File: config.mk
export PLATFORM = sky130hd
export DESIGN_NAME = mfrb_core
export DESIGN_NICKNAME = d
export VERILOG_FILES = /design/src/rtl/mfrb_pkg.sv /design/src/rtl/mfrb_core.sv
export SDC_FILE = /design/constraint.sdc
export NUM_CORES = 2
export LEC_CHECK = 0
export BUFFER_PORTS_ARGS = -buffer_cell sky130_fd_sc_hd__buf_2
export CAP_MARGIN = 10
export CORE_ASPECT_RATIO = 1.75
export CORE_MARGIN = 4
export CORE_UTILIZATION = 56
export CTS_CLUSTER_SIZE = 16
export DETAILED_ROUTE_END_ITERATION = 16
export PLACE_DENSITY = 0.72
export SYNTH_ARGS = -nofsm -noshare
export SYNTH_HDL_FRONTEND = slang
export SYNTH_SLANG_ARGS = --single-unit
export TNS_END_PERCENT = 10
File: constraint.sdc
create_clock -name clk_i -period 3.92 [get_ports clk_i]
set_clock_uncertainty 0.15 [all_clocks]
set_input_delay 0.392 -clock clk_i [delete_from_list [all_inputs] [get_ports clk_i]]
set_output_delay 0.392 -clock clk_i [all_outputs]
set_load 0.02 [all_outputs]
File: src/rtl/mfrb_pkg.sv
/*
 Constants, register map and types for the multi-frame receive buffer logic.
 Assumes one core clock at 200 MHz and a synchronous active-high reset.
*/
// Function
// - CRC variant chosen by selected protocol
// - Card mode high rate inverts end parity
// - Multi-frame only with enable and transceive active
// - Receiver re-armed after each finished frame before the eighth
// - Buffer split into eight 32-byte slices
// - Frame n stored at address 32 times n
// - At most 28 data bytes per frame
// - Bytes 28..31 hold status, reserved bits zero
// - Combined error is OR of three faults
// - Length error: length over 28 or short
// - Good frame: data stored, no error bits
// - CRC fail: data stored, combined and integrity set
// - Length over 28: no payload, length error; the length byte is still stored at offset 0 of the slice
// - Short frame: data stored, framing error set
// - Receive flag set once per frame
// - Frame count updated when reception ends
// - After eighth frame go to wait_tx_state
// - Idle command stops reception at once
// - Frame count cleared at new cycle start
// - Re-arm gap two carrier cycles to 2 us
package mfrb_pkg;
   localparam int unsigned CLK_MHZ = 200;
   localparam int unsigned BUF_BYTES = 256;
   localparam int unsigned SLICE_BYTES = 32;
   localparam int unsigned MAX_FRAMES = 8;
   localparam int unsigned MAX_DATA = 28;
   localparam logic [7:0] MAX_DATA_B = 8'h1c;
   localparam logic [2:0] LAST_FRAME = 3'h7;
   // Carrier 13.56 MHz: two cycles are 148 ns, rounded up to clocks
   localparam int unsigned GAP_NS = 148;
   localparam int unsigned GAP_MAX_NS = 2000;
   localparam int unsigned GAP_CYC = (GAP_NS * CLK_MHZ + 999) / 1000;
   localparam logic [4:0] GAP_CYC_B = 5'(GAP_CYC);
   // Register offsets
   localparam logic [7:0] REG_CTRL = 8'h00;
   localparam logic [7:0] REG_STATUS = 8'h04;
   localparam logic [7:0] REG_IRQ = 8'h08;
   localparam logic [7:0] REG_CMD = 8'h0c;
   localparam logic [7:0] REG_BUF = 8'h10;
   localparam logic [7:0] REG_BUF_DATA = 8'h14;
   // Control bits
   localparam int unsigned CTRL_MULTI = 0;
   localparam int unsigned CTRL_CARD = 1;
   localparam int unsigned CTRL_HIGHRATE = 2;
   localparam int unsigned CTRL_PROTO_LSB = 4;
   // Commands
   localparam logic [1:0] CMD_IDLE = 2'h0;
   localparam logic [1:0] CMD_TRANSCEIVE = 2'h3;
   // Status word layout, byte 28 is count
   localparam int unsigned ST_COUNT_LSB = 0;
   localparam int unsigned ST_INTEG = 8;
   localparam int unsigned ST_FRAMING = 9;
   localparam int unsigned ST_COLL = 10;
   localparam int unsigned ST_COMBINED = 11;
   localparam int unsigned ST_LENERR = 12;
   // Status register fields
   localparam int unsigned RS_COUNT_LSB = 0;
   localparam int unsigned RS_ACTIVE = 4;
   // CRC presets
   localparam logic [15:0] CRC_A_INIT = 16'h6363;
   localparam logic [15:0] CRC_B_INIT = 16'hffff;
   localparam logic [15:0] CRC_F_INIT = 16'h0000;
   localparam logic [15:0] CRC_A_POLY = 16'h8408;
   localparam logic [15:0] CRC_F_POLY = 16'h1021;
   typedef enum logic [1:0] {PROTO_A, PROTO_B, PROTO_F} mfrb_proto_t;
   typedef enum {ST_IDLE, ST_WAIT_TX, ST_RX, ST_STORE, ST_GAP} mfrb_state_t;
endpackage

File: src/rtl/mfrb_core.sv
/*
 Multi-frame receive buffer: rearms receiver, stores each frame in a 32-byte
 slice with a trailing status word, counts frames, CRC and end parity.
 Assumes rx byte strobes from the decoder on clk_i, plain register port.
*/
// Implementation choices: the address-and-strobe port and the register addresses.
`timescale 1ns/1ps
module mfrb_core (
   input wire logic clk_i,
   input wire logic reset_i,
   input wire logic [7:0] addr_i,
   input wire logic [31:0] wdata_i,
   input wire logic wr_i,
   input wire logic rd_i,
   output logic [31:0] rdata_o,
   input wire logic rx_valid_i,
   input wire logic [7:0] rx_byte_i,
   input wire logic rx_end_i,
   input wire logic coll_i,
   input wire logic tx_valid_i,
   input wire logic [7:0] tx_byte_i,
   input wire logic tx_last_i,
   output logic rx_enable_o,
   output logic [7:0] tx_byte_o,
   output logic tx_parity_o,
   output logic tx_valid_o,
   output logic [15:0] crc_o,
   output logic frame_irq_o
);
   logic [7:0] mem_q [mfrb_pkg::BUF_BYTES];
   logic [7:0] ctrl_q;
   mfrb_pkg::mfrb_state_t state_q;
   logic [2:0] slice_q;
   logic [3:0] frames_q;
   logic [3:0] count_field_q;
   logic [4:0] bytes_q;
   logic [7:0] len_q;
   logic len_seen_q;
   logic [4:0] gap_q;
   logic [15:0] crc_q;
   logic rx_en_q;
   logic irq_q;
   logic [7:0] buf_ptr_q;
   logic [31:0] rdata_q;
   logic [15:0] crc_init;
   logic [15:0] crc_poly;
   logic [15:0] crc_next;
   logic [15:0] crc_tx_q;
   logic [7:0] crc_in;
   logic integ_f;
   logic len_over;
   logic short_f;
   logic len_err;
   logic comb_err;
   logic [15:0] status_w;
   logic multi_on;
   logic cmd_wr;
   logic idle_cmd;
   logic start_cmd;
   logic store_ok;
   logic [7:0] wr_addr;

   localparam logic [4:0] GAP_ONE = 5'h01;

   assign multi_on = ctrl_q[mfrb_pkg::CTRL_MULTI];
   assign cmd_wr = wr_i && (addr_i == mfrb_pkg::REG_CMD);
   assign idle_cmd = cmd_wr && (wdata_i[1:0] == mfrb_pkg::CMD_IDLE);
   assign start_cmd = cmd_wr && (wdata_i[1:0] == mfrb_pkg::CMD_TRANSCEIVE);

   // CRC per protocol; A uses reflected poly, F the plain one
   always_comb
   begin
      case (mfrb_pkg::mfrb_proto_t'(ctrl_q[mfrb_pkg::CTRL_PROTO_LSB +: 2]))
         mfrb_pkg::PROTO_A:
         begin
            crc_init = mfrb_pkg::CRC_A_INIT;
            crc_poly = mfrb_pkg::CRC_A_POLY;
         end
         mfrb_pkg::PROTO_B:
         begin
            crc_init = mfrb_pkg::CRC_B_INIT;
            crc_poly = mfrb_pkg::CRC_A_POLY;
         end
         default:
         begin
            crc_init = mfrb_pkg::CRC_F_INIT;
            crc_poly = mfrb_pkg::CRC_F_POLY;
         end
      endcase
   end

   function automatic logic [15:0] crc_step(input logic [15:0] c, input logic [7:0] d,
                                            input logic [15:0] p, input logic refl);
      logic [15:0] r;
      r = c;
      for (int i = 0; i < 8; i++)
      begin
         if (refl)
            r = (r[0] ^ d[i]) ? ((r >> 1) ^ p) : (r >> 1);
         else
            r = (r[15] ^ d[7 - i]) ? ((r << 1) ^ p) : (r << 1);
      end
      return r;
   endfunction

   assign crc_in = rx_byte_i;
   assign crc_next = crc_step(crc_q, crc_in, crc_poly, crc_poly == mfrb_pkg::CRC_A_POLY);

   // Receive CRC; residue zero means intact frame
   always_ff @(posedge clk_i)
   begin
      if (reset_i || state_q != mfrb_pkg::ST_RX)
         crc_q <= crc_init;
      else if (rx_valid_i)
         crc_q <= crc_next;
   end

   // Transmit CRC and card-mode end-parity inversion
   always_ff @(posedge clk_i)
   begin
      if (reset_i)
      begin
         crc_tx_q <= mfrb_pkg::CRC_A_INIT;
         tx_byte_o <= 8'h00;
         tx_parity_o <= 1'b0;
         tx_valid_o <= 1'b0;
      end
      else
      begin
         tx_valid_o <= tx_valid_i;
         if (tx_valid_i)
         begin
            tx_byte_o <= tx_byte_i;
            crc_tx_q <= tx_last_i ? crc_init :
                        crc_step(crc_tx_q, tx_byte_i, crc_poly,
                                 crc_poly == mfrb_pkg::CRC_A_POLY);
            tx_parity_o <= ~(^tx_byte_i) ^ (tx_last_i && ctrl_q[mfrb_pkg::CTRL_CARD]
                           && ctrl_q[mfrb_pkg::CTRL_HIGHRATE]);
         end
      end
   end

   always_ff @(posedge clk_i)
   begin
      if (reset_i)
         crc_o <= 16'h0000;
      else
         crc_o <= crc_tx_q;
   end

   assign integ_f = (crc_q != 16'h0000);
   assign len_over = len_q > mfrb_pkg::MAX_DATA_B;
   assign short_f = !len_over && ({3'h0, bytes_q} < len_q);
   assign len_err = len_over || short_f;
   assign comb_err = integ_f || short_f || coll_i;
   assign status_w = {3'h0, len_err, comb_err, coll_i, short_f, integ_f && !len_over,
                      3'h0, bytes_q};
   assign store_ok = rx_valid_i && !len_over && (bytes_q < 5'(mfrb_pkg::MAX_DATA));
   assign wr_addr = {slice_q, bytes_q};

   // Sequencer
   always_ff @(posedge clk_i)
   begin
      if (reset_i)
         state_q <= mfrb_pkg::ST_IDLE;
      else if (idle_cmd)
         state_q <= mfrb_pkg::ST_IDLE;
      else
         case (state_q)
            mfrb_pkg::ST_IDLE, mfrb_pkg::ST_WAIT_TX:
               if (start_cmd)
                  state_q <= mfrb_pkg::ST_RX;
            mfrb_pkg::ST_RX:
               if (rx_end_i)
                  state_q <= mfrb_pkg::ST_STORE;
            mfrb_pkg::ST_STORE:
               if (!multi_on)
                  state_q <= mfrb_pkg::ST_WAIT_TX;
               else if (slice_q == mfrb_pkg::LAST_FRAME)
                  state_q <= mfrb_pkg::ST_WAIT_TX;
               else
                  state_q <= mfrb_pkg::ST_GAP;
            mfrb_pkg::ST_GAP:
               if (gap_q == GAP_ONE)
                  state_q <= mfrb_pkg::ST_RX;
            default:
               state_q <= mfrb_pkg::ST_IDLE;
         endcase
   end

   always_ff @(posedge clk_i)
   begin
      if (reset_i || state_q != mfrb_pkg::ST_GAP)
         gap_q <= mfrb_pkg::GAP_CYC_B;
      else
         gap_q <= gap_q - GAP_ONE;
   end

   always_ff @(posedge clk_i)
   begin
      if (reset_i)
         rx_en_q <= 1'b0;
      else
         rx_en_q <= (state_q == mfrb_pkg::ST_RX) && !rx_end_i && !idle_cmd;
   end

   // Per-frame byte count and length byte
   always_ff @(posedge clk_i)
   begin
      if (reset_i || state_q != mfrb_pkg::ST_RX)
      begin
         bytes_q <= 5'h00;
         len_q <= 8'h00;
         len_seen_q <= 1'b0;
      end
      else if (rx_valid_i)
      begin
         if (!len_seen_q)
         begin
            len_q <= rx_byte_i;
            len_seen_q <= 1'b1;
         end
         if (bytes_q != 5'h1f)
            bytes_q <= bytes_q + 5'h01;
      end
   end

   // Slice index and frame counters
   always_ff @(posedge clk_i)
   begin
      if (reset_i)
      begin
         slice_q <= 3'h0;
         frames_q <= 4'h0;
         count_field_q <= 4'h0;
      end
      else if (start_cmd && state_q != mfrb_pkg::ST_RX)
      begin
         slice_q <= 3'h0;
         frames_q <= 4'h0;
         count_field_q <= 4'h0;
      end
      else if (state_q == mfrb_pkg::ST_STORE)
      begin
         slice_q <= slice_q + 3'h1;
         frames_q <= frames_q + 4'h1;
         if (!multi_on || slice_q == mfrb_pkg::LAST_FRAME)
            count_field_q <= frames_q + 4'h1;
      end
      else if (idle_cmd && multi_on)
         count_field_q <= frames_q;
   end

   // Buffer writes: payload while receiving, status word at end
   always_ff @(posedge clk_i)
   begin
      if (state_q == mfrb_pkg::ST_RX && store_ok)
         mem_q[wr_addr] <= rx_byte_i;
      else if (state_q == mfrb_pkg::ST_STORE)
      begin
         mem_q[{slice_q, 5'(mfrb_pkg::MAX_DATA)}] <= status_w[7:0];
         mem_q[{slice_q, 5'(mfrb_pkg::MAX_DATA + 1)}] <= status_w[15:8];
         mem_q[{slice_q, 5'(mfrb_pkg::MAX_DATA + 2)}] <= 8'h00;
         mem_q[{slice_q, 5'(mfrb_pkg::MAX_DATA + 3)}] <= 8'h00;
      end
   end

   // Receive flag, sticky, set beats clear
   always_ff @(posedge clk_i)
   begin
      if (reset_i)
         irq_q <= 1'b0;
      else if (state_q == mfrb_pkg::ST_STORE)
         irq_q <= 1'b1;
      else if (wr_i && addr_i == mfrb_pkg::REG_IRQ && wdata_i[0])
         irq_q <= 1'b0;
   end

   always_ff @(posedge clk_i)
   begin
      if (reset_i)
         ctrl_q <= 8'h00;
      else if (wr_i && addr_i == mfrb_pkg::REG_CTRL)
         ctrl_q <= wdata_i[7:0];
   end

   always_ff @(posedge clk_i)
   begin
      if (reset_i)
         buf_ptr_q <= 8'h00;
      else if (wr_i && addr_i == mfrb_pkg::REG_BUF)
         buf_ptr_q <= wdata_i[7:0];
      else if (rd_i && addr_i == mfrb_pkg::REG_BUF_DATA)
         buf_ptr_q <= buf_ptr_q + 8'h01;
   end

   always_ff @(posedge clk_i)
   begin
      if (reset_i)
         rdata_q <= 32'h0000_0000;
      else if (rd_i)
         case (addr_i)
            mfrb_pkg::REG_CTRL: rdata_q <= {24'h0, ctrl_q};
            mfrb_pkg::REG_STATUS:
               rdata_q <= {27'h0, state_q == mfrb_pkg::ST_RX || state_q == mfrb_pkg::ST_GAP,
                           count_field_q};
            mfrb_pkg::REG_IRQ: rdata_q <= {31'h0, irq_q};
            mfrb_pkg::REG_BUF: rdata_q <= {24'h0, buf_ptr_q};
            mfrb_pkg::REG_BUF_DATA: rdata_q <= {24'h0, mem_q[buf_ptr_q]};
            default: rdata_q <= 32'h0000_0000;
         endcase
      else
         rdata_q <= 32'h0000_0000;
   end

   assign rdata_o = rdata_q;
   assign rx_enable_o = rx_en_q;
   assign frame_irq_o = irq_q;

   AST_REARM: assert property (@(posedge clk_i) disable iff (reset_i)
      (state_q == mfrb_pkg::ST_STORE && multi_on && slice_q != mfrb_pkg::LAST_FRAME
       && !idle_cmd) |=> state_q == mfrb_pkg::ST_GAP)
      else $error("receiver not rearmed");
   AST_GAP_MIN: assert property (@(posedge clk_i) disable iff (reset_i)
      $rose(state_q == mfrb_pkg::ST_GAP) |-> !rx_en_q [*2])
      else $error("rearm gap too short");
   AST_EIGHTH: assert property (@(posedge clk_i) disable iff (reset_i)
      (state_q == mfrb_pkg::ST_STORE && slice_q == mfrb_pkg::LAST_FRAME && !idle_cmd)
      |=> state_q == mfrb_pkg::ST_WAIT_TX && count_field_q == 4'h8)
      else $error("eighth frame not final");
   AST_IDLE: assert property (@(posedge clk_i) disable iff (reset_i)
      idle_cmd |=> state_q == mfrb_pkg::ST_IDLE ##1 !rx_en_q)
      else $error("idle did not stop rx");
   AST_CLEAR: assert property (@(posedge clk_i) disable iff (reset_i)
      (start_cmd && state_q == mfrb_pkg::ST_IDLE) |=> count_field_q == 4'h0)
      else $error("frame count not cleared");
   AST_IRQ: assert property (@(posedge clk_i) disable iff (reset_i)
      state_q == mfrb_pkg::ST_STORE |=> irq_q)
      else $error("frame flag not set");
   AST_COMB: assert property (@(posedge clk_i) disable iff (reset_i)
      status_w[mfrb_pkg::ST_COMBINED] == (integ_f || short_f || coll_i))
      else $error("combined error wrong");
   AST_LEN: assert property (@(posedge clk_i) disable iff (reset_i)
      (state_q == mfrb_pkg::ST_RX && len_over) |-> !store_ok)
      else $error("payload stored on length error");
endmodule

* Word level (Yosys, flattened, before mapping)
Memory sizes are Yosys's and may differ from the RTL's. A register that Yosys moved wholly into a read port is not among the register bits.
Cells that the tools add are included.
Widths: inputs -> output; s select.
** Operators by class
- Add/subtract/negate cells :: 5
- Order comparisons :: 3
- Eq/ne operators :: 24
- Multiplexer cells :: 91
- Bitwise operators :: 68
- Reduce and logical (&&, ||, !) cells :: 50
** Operators with widths (number)
- $mux 16 :: 66
- $xor 15x16->16 :: 16
- $xor 16x16->16 :: 16
- $pmux 32 s4 :: 1
- $eq 32x3->1 const B :: 3
- $mux 32 :: 3
- $eq 32x2->1 const B :: 2
- $mux 8 :: 6
- $pmux 8 s5 :: 1
- $xor 1x1->1 :: 33
- $eq 32x1->1 const B :: 1
- $eq 32x4->1 const B :: 1
- $logic_not 32->1 :: 1
- $ne 32x3->1 const B :: 1
- $ne 32x4->1 const B :: 1
- $pmux 16 s2 :: 1
- $logic_and 1x1->1 :: 19
- $eq 16x16->1 const B :: 1
- $eq 8x4->1 const B :: 2
- $eq 8x5->1 const B :: 2
- $reduce_bool 16->1 :: 1
- $mux 4 :: 3
- $reduce_or 2->1 :: 5
- $add 8x1->8 const B :: 1
- other kinds (27) :: 54
** Storage, ports and cells
- Register bits :: 170
- RAM bits :: 2048
- Bits of input ports :: 65
- Output and inout bits :: 60
- Word-level logic and storage cells :: 261
- Memories :: 1
** Memory list
- mem_q :: depth 256, bits a word 8, read ports 1, clocked after memory_dff 1, write ports 4, RTL line mfrb_core.sv:30 : logic [7:0] mem_q [mfrb_pkg::BUF_BYTES];

* Depth between registers and ports, before layout
- Depth after elaboration :: 42
- Mapped depth :: 13
- Gate-level depth less buffers :: 8

* Least setup slack after synthesis
OpenSTA, ideal clock, no wires.
- Path type :: register to register
- From :: reg state_q[1]
- To :: mem mem_q[68][0], enable pin
- Library setup time :: 0.370 ns
- Data arrival time :: 2.403 ns
- Required time :: 3.400 ns
- Setup slack :: 0.997 ns
- Stages on the path, launching flop included :: 8
- Buffers on the path :: 2
- Clock period less this slack :: 2.923 ns
- Path through :: dfxtp_1 nor2b_1 nand2b_1 a2111oi_2 clkbuf_1 nand3_1 clkbuf_1 nor2_1
** RTL lines
- start: declaration :: RTL line mfrb_core.sv:32 : mfrb_pkg::mfrb_state_t state_q;
- start signal: assignment :: RTL line mfrb_core.sv:165 : state_q <= mfrb_pkg::ST_IDLE;
- start signal: assignment :: RTL line mfrb_core.sv:167 : state_q <= mfrb_pkg::ST_IDLE;
- start signal: assignment :: RTL line mfrb_core.sv:172 : state_q <= mfrb_pkg::ST_RX;
- end: declaration :: RTL line mfrb_core.sv:30

==> impl_metrics.ini <==
[power]
seqPwrFrac = 0.572
p_sw_frac = 0.200
clock_power_share = 0.406
vdd_drop_max_mv = 0.434
internal-power_uw = 35200
pwr-share-comb = 0.022
leakagePower_uw = 0.0317
powerDensity_mw_per_mm2 = 448
power.switching_uw = 8770

[grt]
antenna_found_initial = 14
overflow = 0
grt_pass1_vias = 48664
grt_pass1_wl_mm = 344
grt_max_degree = 194
grt_usage = 0.295

[routing]
highest_layer = met5
drt_wl_total_mm = 240
route.met2.wl_mm = 123
wl_met3_mm = 20.2
dr.pass1.iters = 6
drcViolationCount = 0
drtIter0Drc = 5169
antenna_left = 0
wire_per_inst_um = 31.7
vias_per_cell = 6.44
wl_met1_mm = 77.0
vias = 48688

[timing]
setup-tns-final_ps = 0
setup_violations = 0
period_minus_slack_ps = 3780
max_freq_ghz = 0.264
tightest_slew_ps = 1320
period_share = 0.965
rsz0062_at_grt = no
finalMaxSlewViolations = 0
relSlewSlack = 0.123
finalHoldViolCount = 0

[placement]
portBuffers = 76
gp_congestion = 0.954
hpwl_mm = 161
dpl.cell_count = 7179

[status]
status = completed

[logic_synthesis]
synth-edff-count = 1888
async_flop_share = 0
synth_cell_types = 81
yosysMostFrequentCell = edfxtp_1
ys_ff_latch = 2173
synthFlopType = edfxtp_1
yosysTopAreaCellShare = 0.652
ys_seq_area_frac = 0.718
synth_area_leaders = edfxtp_1, mux4_2, dfxtp_1, mux2i_1, nor2_1
postSynthAreaPerCell_sq_um = 17.7
yosysWarningCount = 0
syn_area_sq_mm = 0.0869
synthTopCellsByCount = edfxtp_1, nor2_1, mux4_2, mux2i_1, dfxtp_1
yosysTopAreaCell = edfxtp_1
postSynthCellCount = 4902

[finish]
nFillCells = 10431
num-nets-final = 5458
drive_above_1_share = 0.214
fin_cells = 7562
syn_to_final_growth_pct = 12.9

[worst_hold_path]
min_path_type = input port to flop

[clock_network]
clock_path_buffers = 4
cts_buffers = 182
htreeDepth = 4
clockRootBuffer = clkbuf_16
cts_tree = done
clk_latency_ps = 860
clock_sinks = 2173
path_clk_slew_ps = 70

[floorplanning]
rows = 191
die_h_um = 529
fp.dieArea_sq_mm = 0.162
start_util = 0.562
core-area_sq_mm = 0.155
io_pins = 125
die_w_um = 306

[job]
maxCapViolCount = 0

[setup_path]
critPathMaxFanout = 21
start_kind = flop
cp.arrival_ps = 4380
critPathCaptureType = flop
worstSetupPathType = flop to flop
crit_required_ps = 4520
## flip-flops by register name (all words and copies together) (netlist names), 3 cells and up, named ones only
register       flops
mem_q           2048
crc_o             16
crc_q             16
crc_tx_q          16
buf_ptr_q          8
ctrl_q             8
len_q              8
rdata_o            8
tx_byte_o          8
bytes_q            5
gap_q              5
count_field_q      4
frames_q           4
slice_q            3
state_q            3
## cells by family after synthesis
kind of cell               count (synthesis)  share of synthesized area
DFF                                     2173                      0.718
and+or+nand+nor                          980                     0.0540
muxes                                    724                      0.143
AOI/OAI and AO/OA                        533                     0.0428
buffers and inverters                    359                     0.0266
xor gates and xnor gates                 117                     0.0129
adders and majority gates                 15                    0.00216
other                                      1                  0.0000432
## timing repair
item                                    in CTS  in global routing
setup buffers                                0                  1
hold endpoints to repair                   244                  0
endpoints found under the setup margin       0                  1
gates resized for setup                      0                  0
hold buffers                                40                  0
## cells in the final DEF, fill, tap and decap left out, types with 19 or more instances in the layout
cell type	netlist	routed
a211oi_1	27	27
dfxtp_1	285	279
o22ai_1	91	91
buf_4	53	428
buf_2	30	68
o221ai_1	98	98
mux4_1	53	53
edfxtp_1	1888	1888
clkbuf_16	0	185
conb_1	1	24
and2_1	151	151
o21ai_0	55	55
a22oi_1	29	29
clkinv_2	0	31
inv_1	38	37
clkinv_1	2	27
clkbuf_1	143	39
dlygate4sd3_1	0	40
xnor2_1	79	79
nor2_1	397	397
nand3_1	47	47
buf_12	12	42
xor2_1	31	31
nor2b_1	101	101
nor3_1	61	61
nand2_1	143	142
mux2i_1	319	319
clkbuf_8	3	19
a21oi_1	107	107
mux4_2	347	347
## path summary, 6_finish.rpt
| path | start | endpoint | slack, ps | cells after the start |
|---|---|---|---|---|
| max reg2reg | flop | rdata_o[5] | 140 | 10 |
| min reg2reg | mem_q[222][4] | mem_q[222][4] | 300 | 1 |
| max | flop | rdata_o[5] | 140 | 10 |
| min | rx_byte_i[6] | mem_q[53][6] | 20 | 1 |
## final cells by class
class                           instances  area, sq um  area share
Sequential cell                      2173        62400       0.636
Multi-Input combinational cell       2393        22300       0.227
Clock buffer                          241         5010      0.0511
Timing Repair Buffer                  586         4890      0.0498
Tap cell                             2026         2530      0.0258
Clock inverter                         83          743     0.00758
Inverter                               42          160     0.00163
Antenna cell                           18         45.0    0.000459
## critical path: stages (launching register included)
cell      delay, ps
dfxtp_4         680
buf_12          280
buf_12          240
mux2i_1         110
o221ai_1        540
o22ai_1         190
o21ai_0         550
buf_4           250
o211ai_1         90
a2111o_1        320
o32ai_1         260
## stage by stage
step,hold WS (ps),setup slack (ps),cell area [sq um],power [uW],utilization
final,17.8,137,98100,44000,0.634
after global routing,13.9,54.2,98100,45200,0.634
after CTS,15.6,71.1,98000,44100,0.634
after global placement,284,184,91900,26500,0.594
after floorplan,271,997,87000,26100,-
after detailed placement,286,78.6,91900,26600,0.594
## power groups by stage
stage | combinational, uW | clock [uW] | sequential [uW]
2_1_floorplan | 414 | 0 | 25700
3_3_place_gp | 906 | 0 | 25600
3_5_place_dp | 940 | 0 | 25600
4_1_cts | 977 | 18000 | 25100
5_1_grt | 1040 | 19000 | 25100
6_report | 974 | 17900 | 25100
## routing by layer
layer	vias to the layer above	track usage
li1	20324	-
met3	732	0.0524
met5	-	0
met2	2738	0.511
met4	2	0.202
met1	24892	0.334
(Power assumes the default switching activity.)
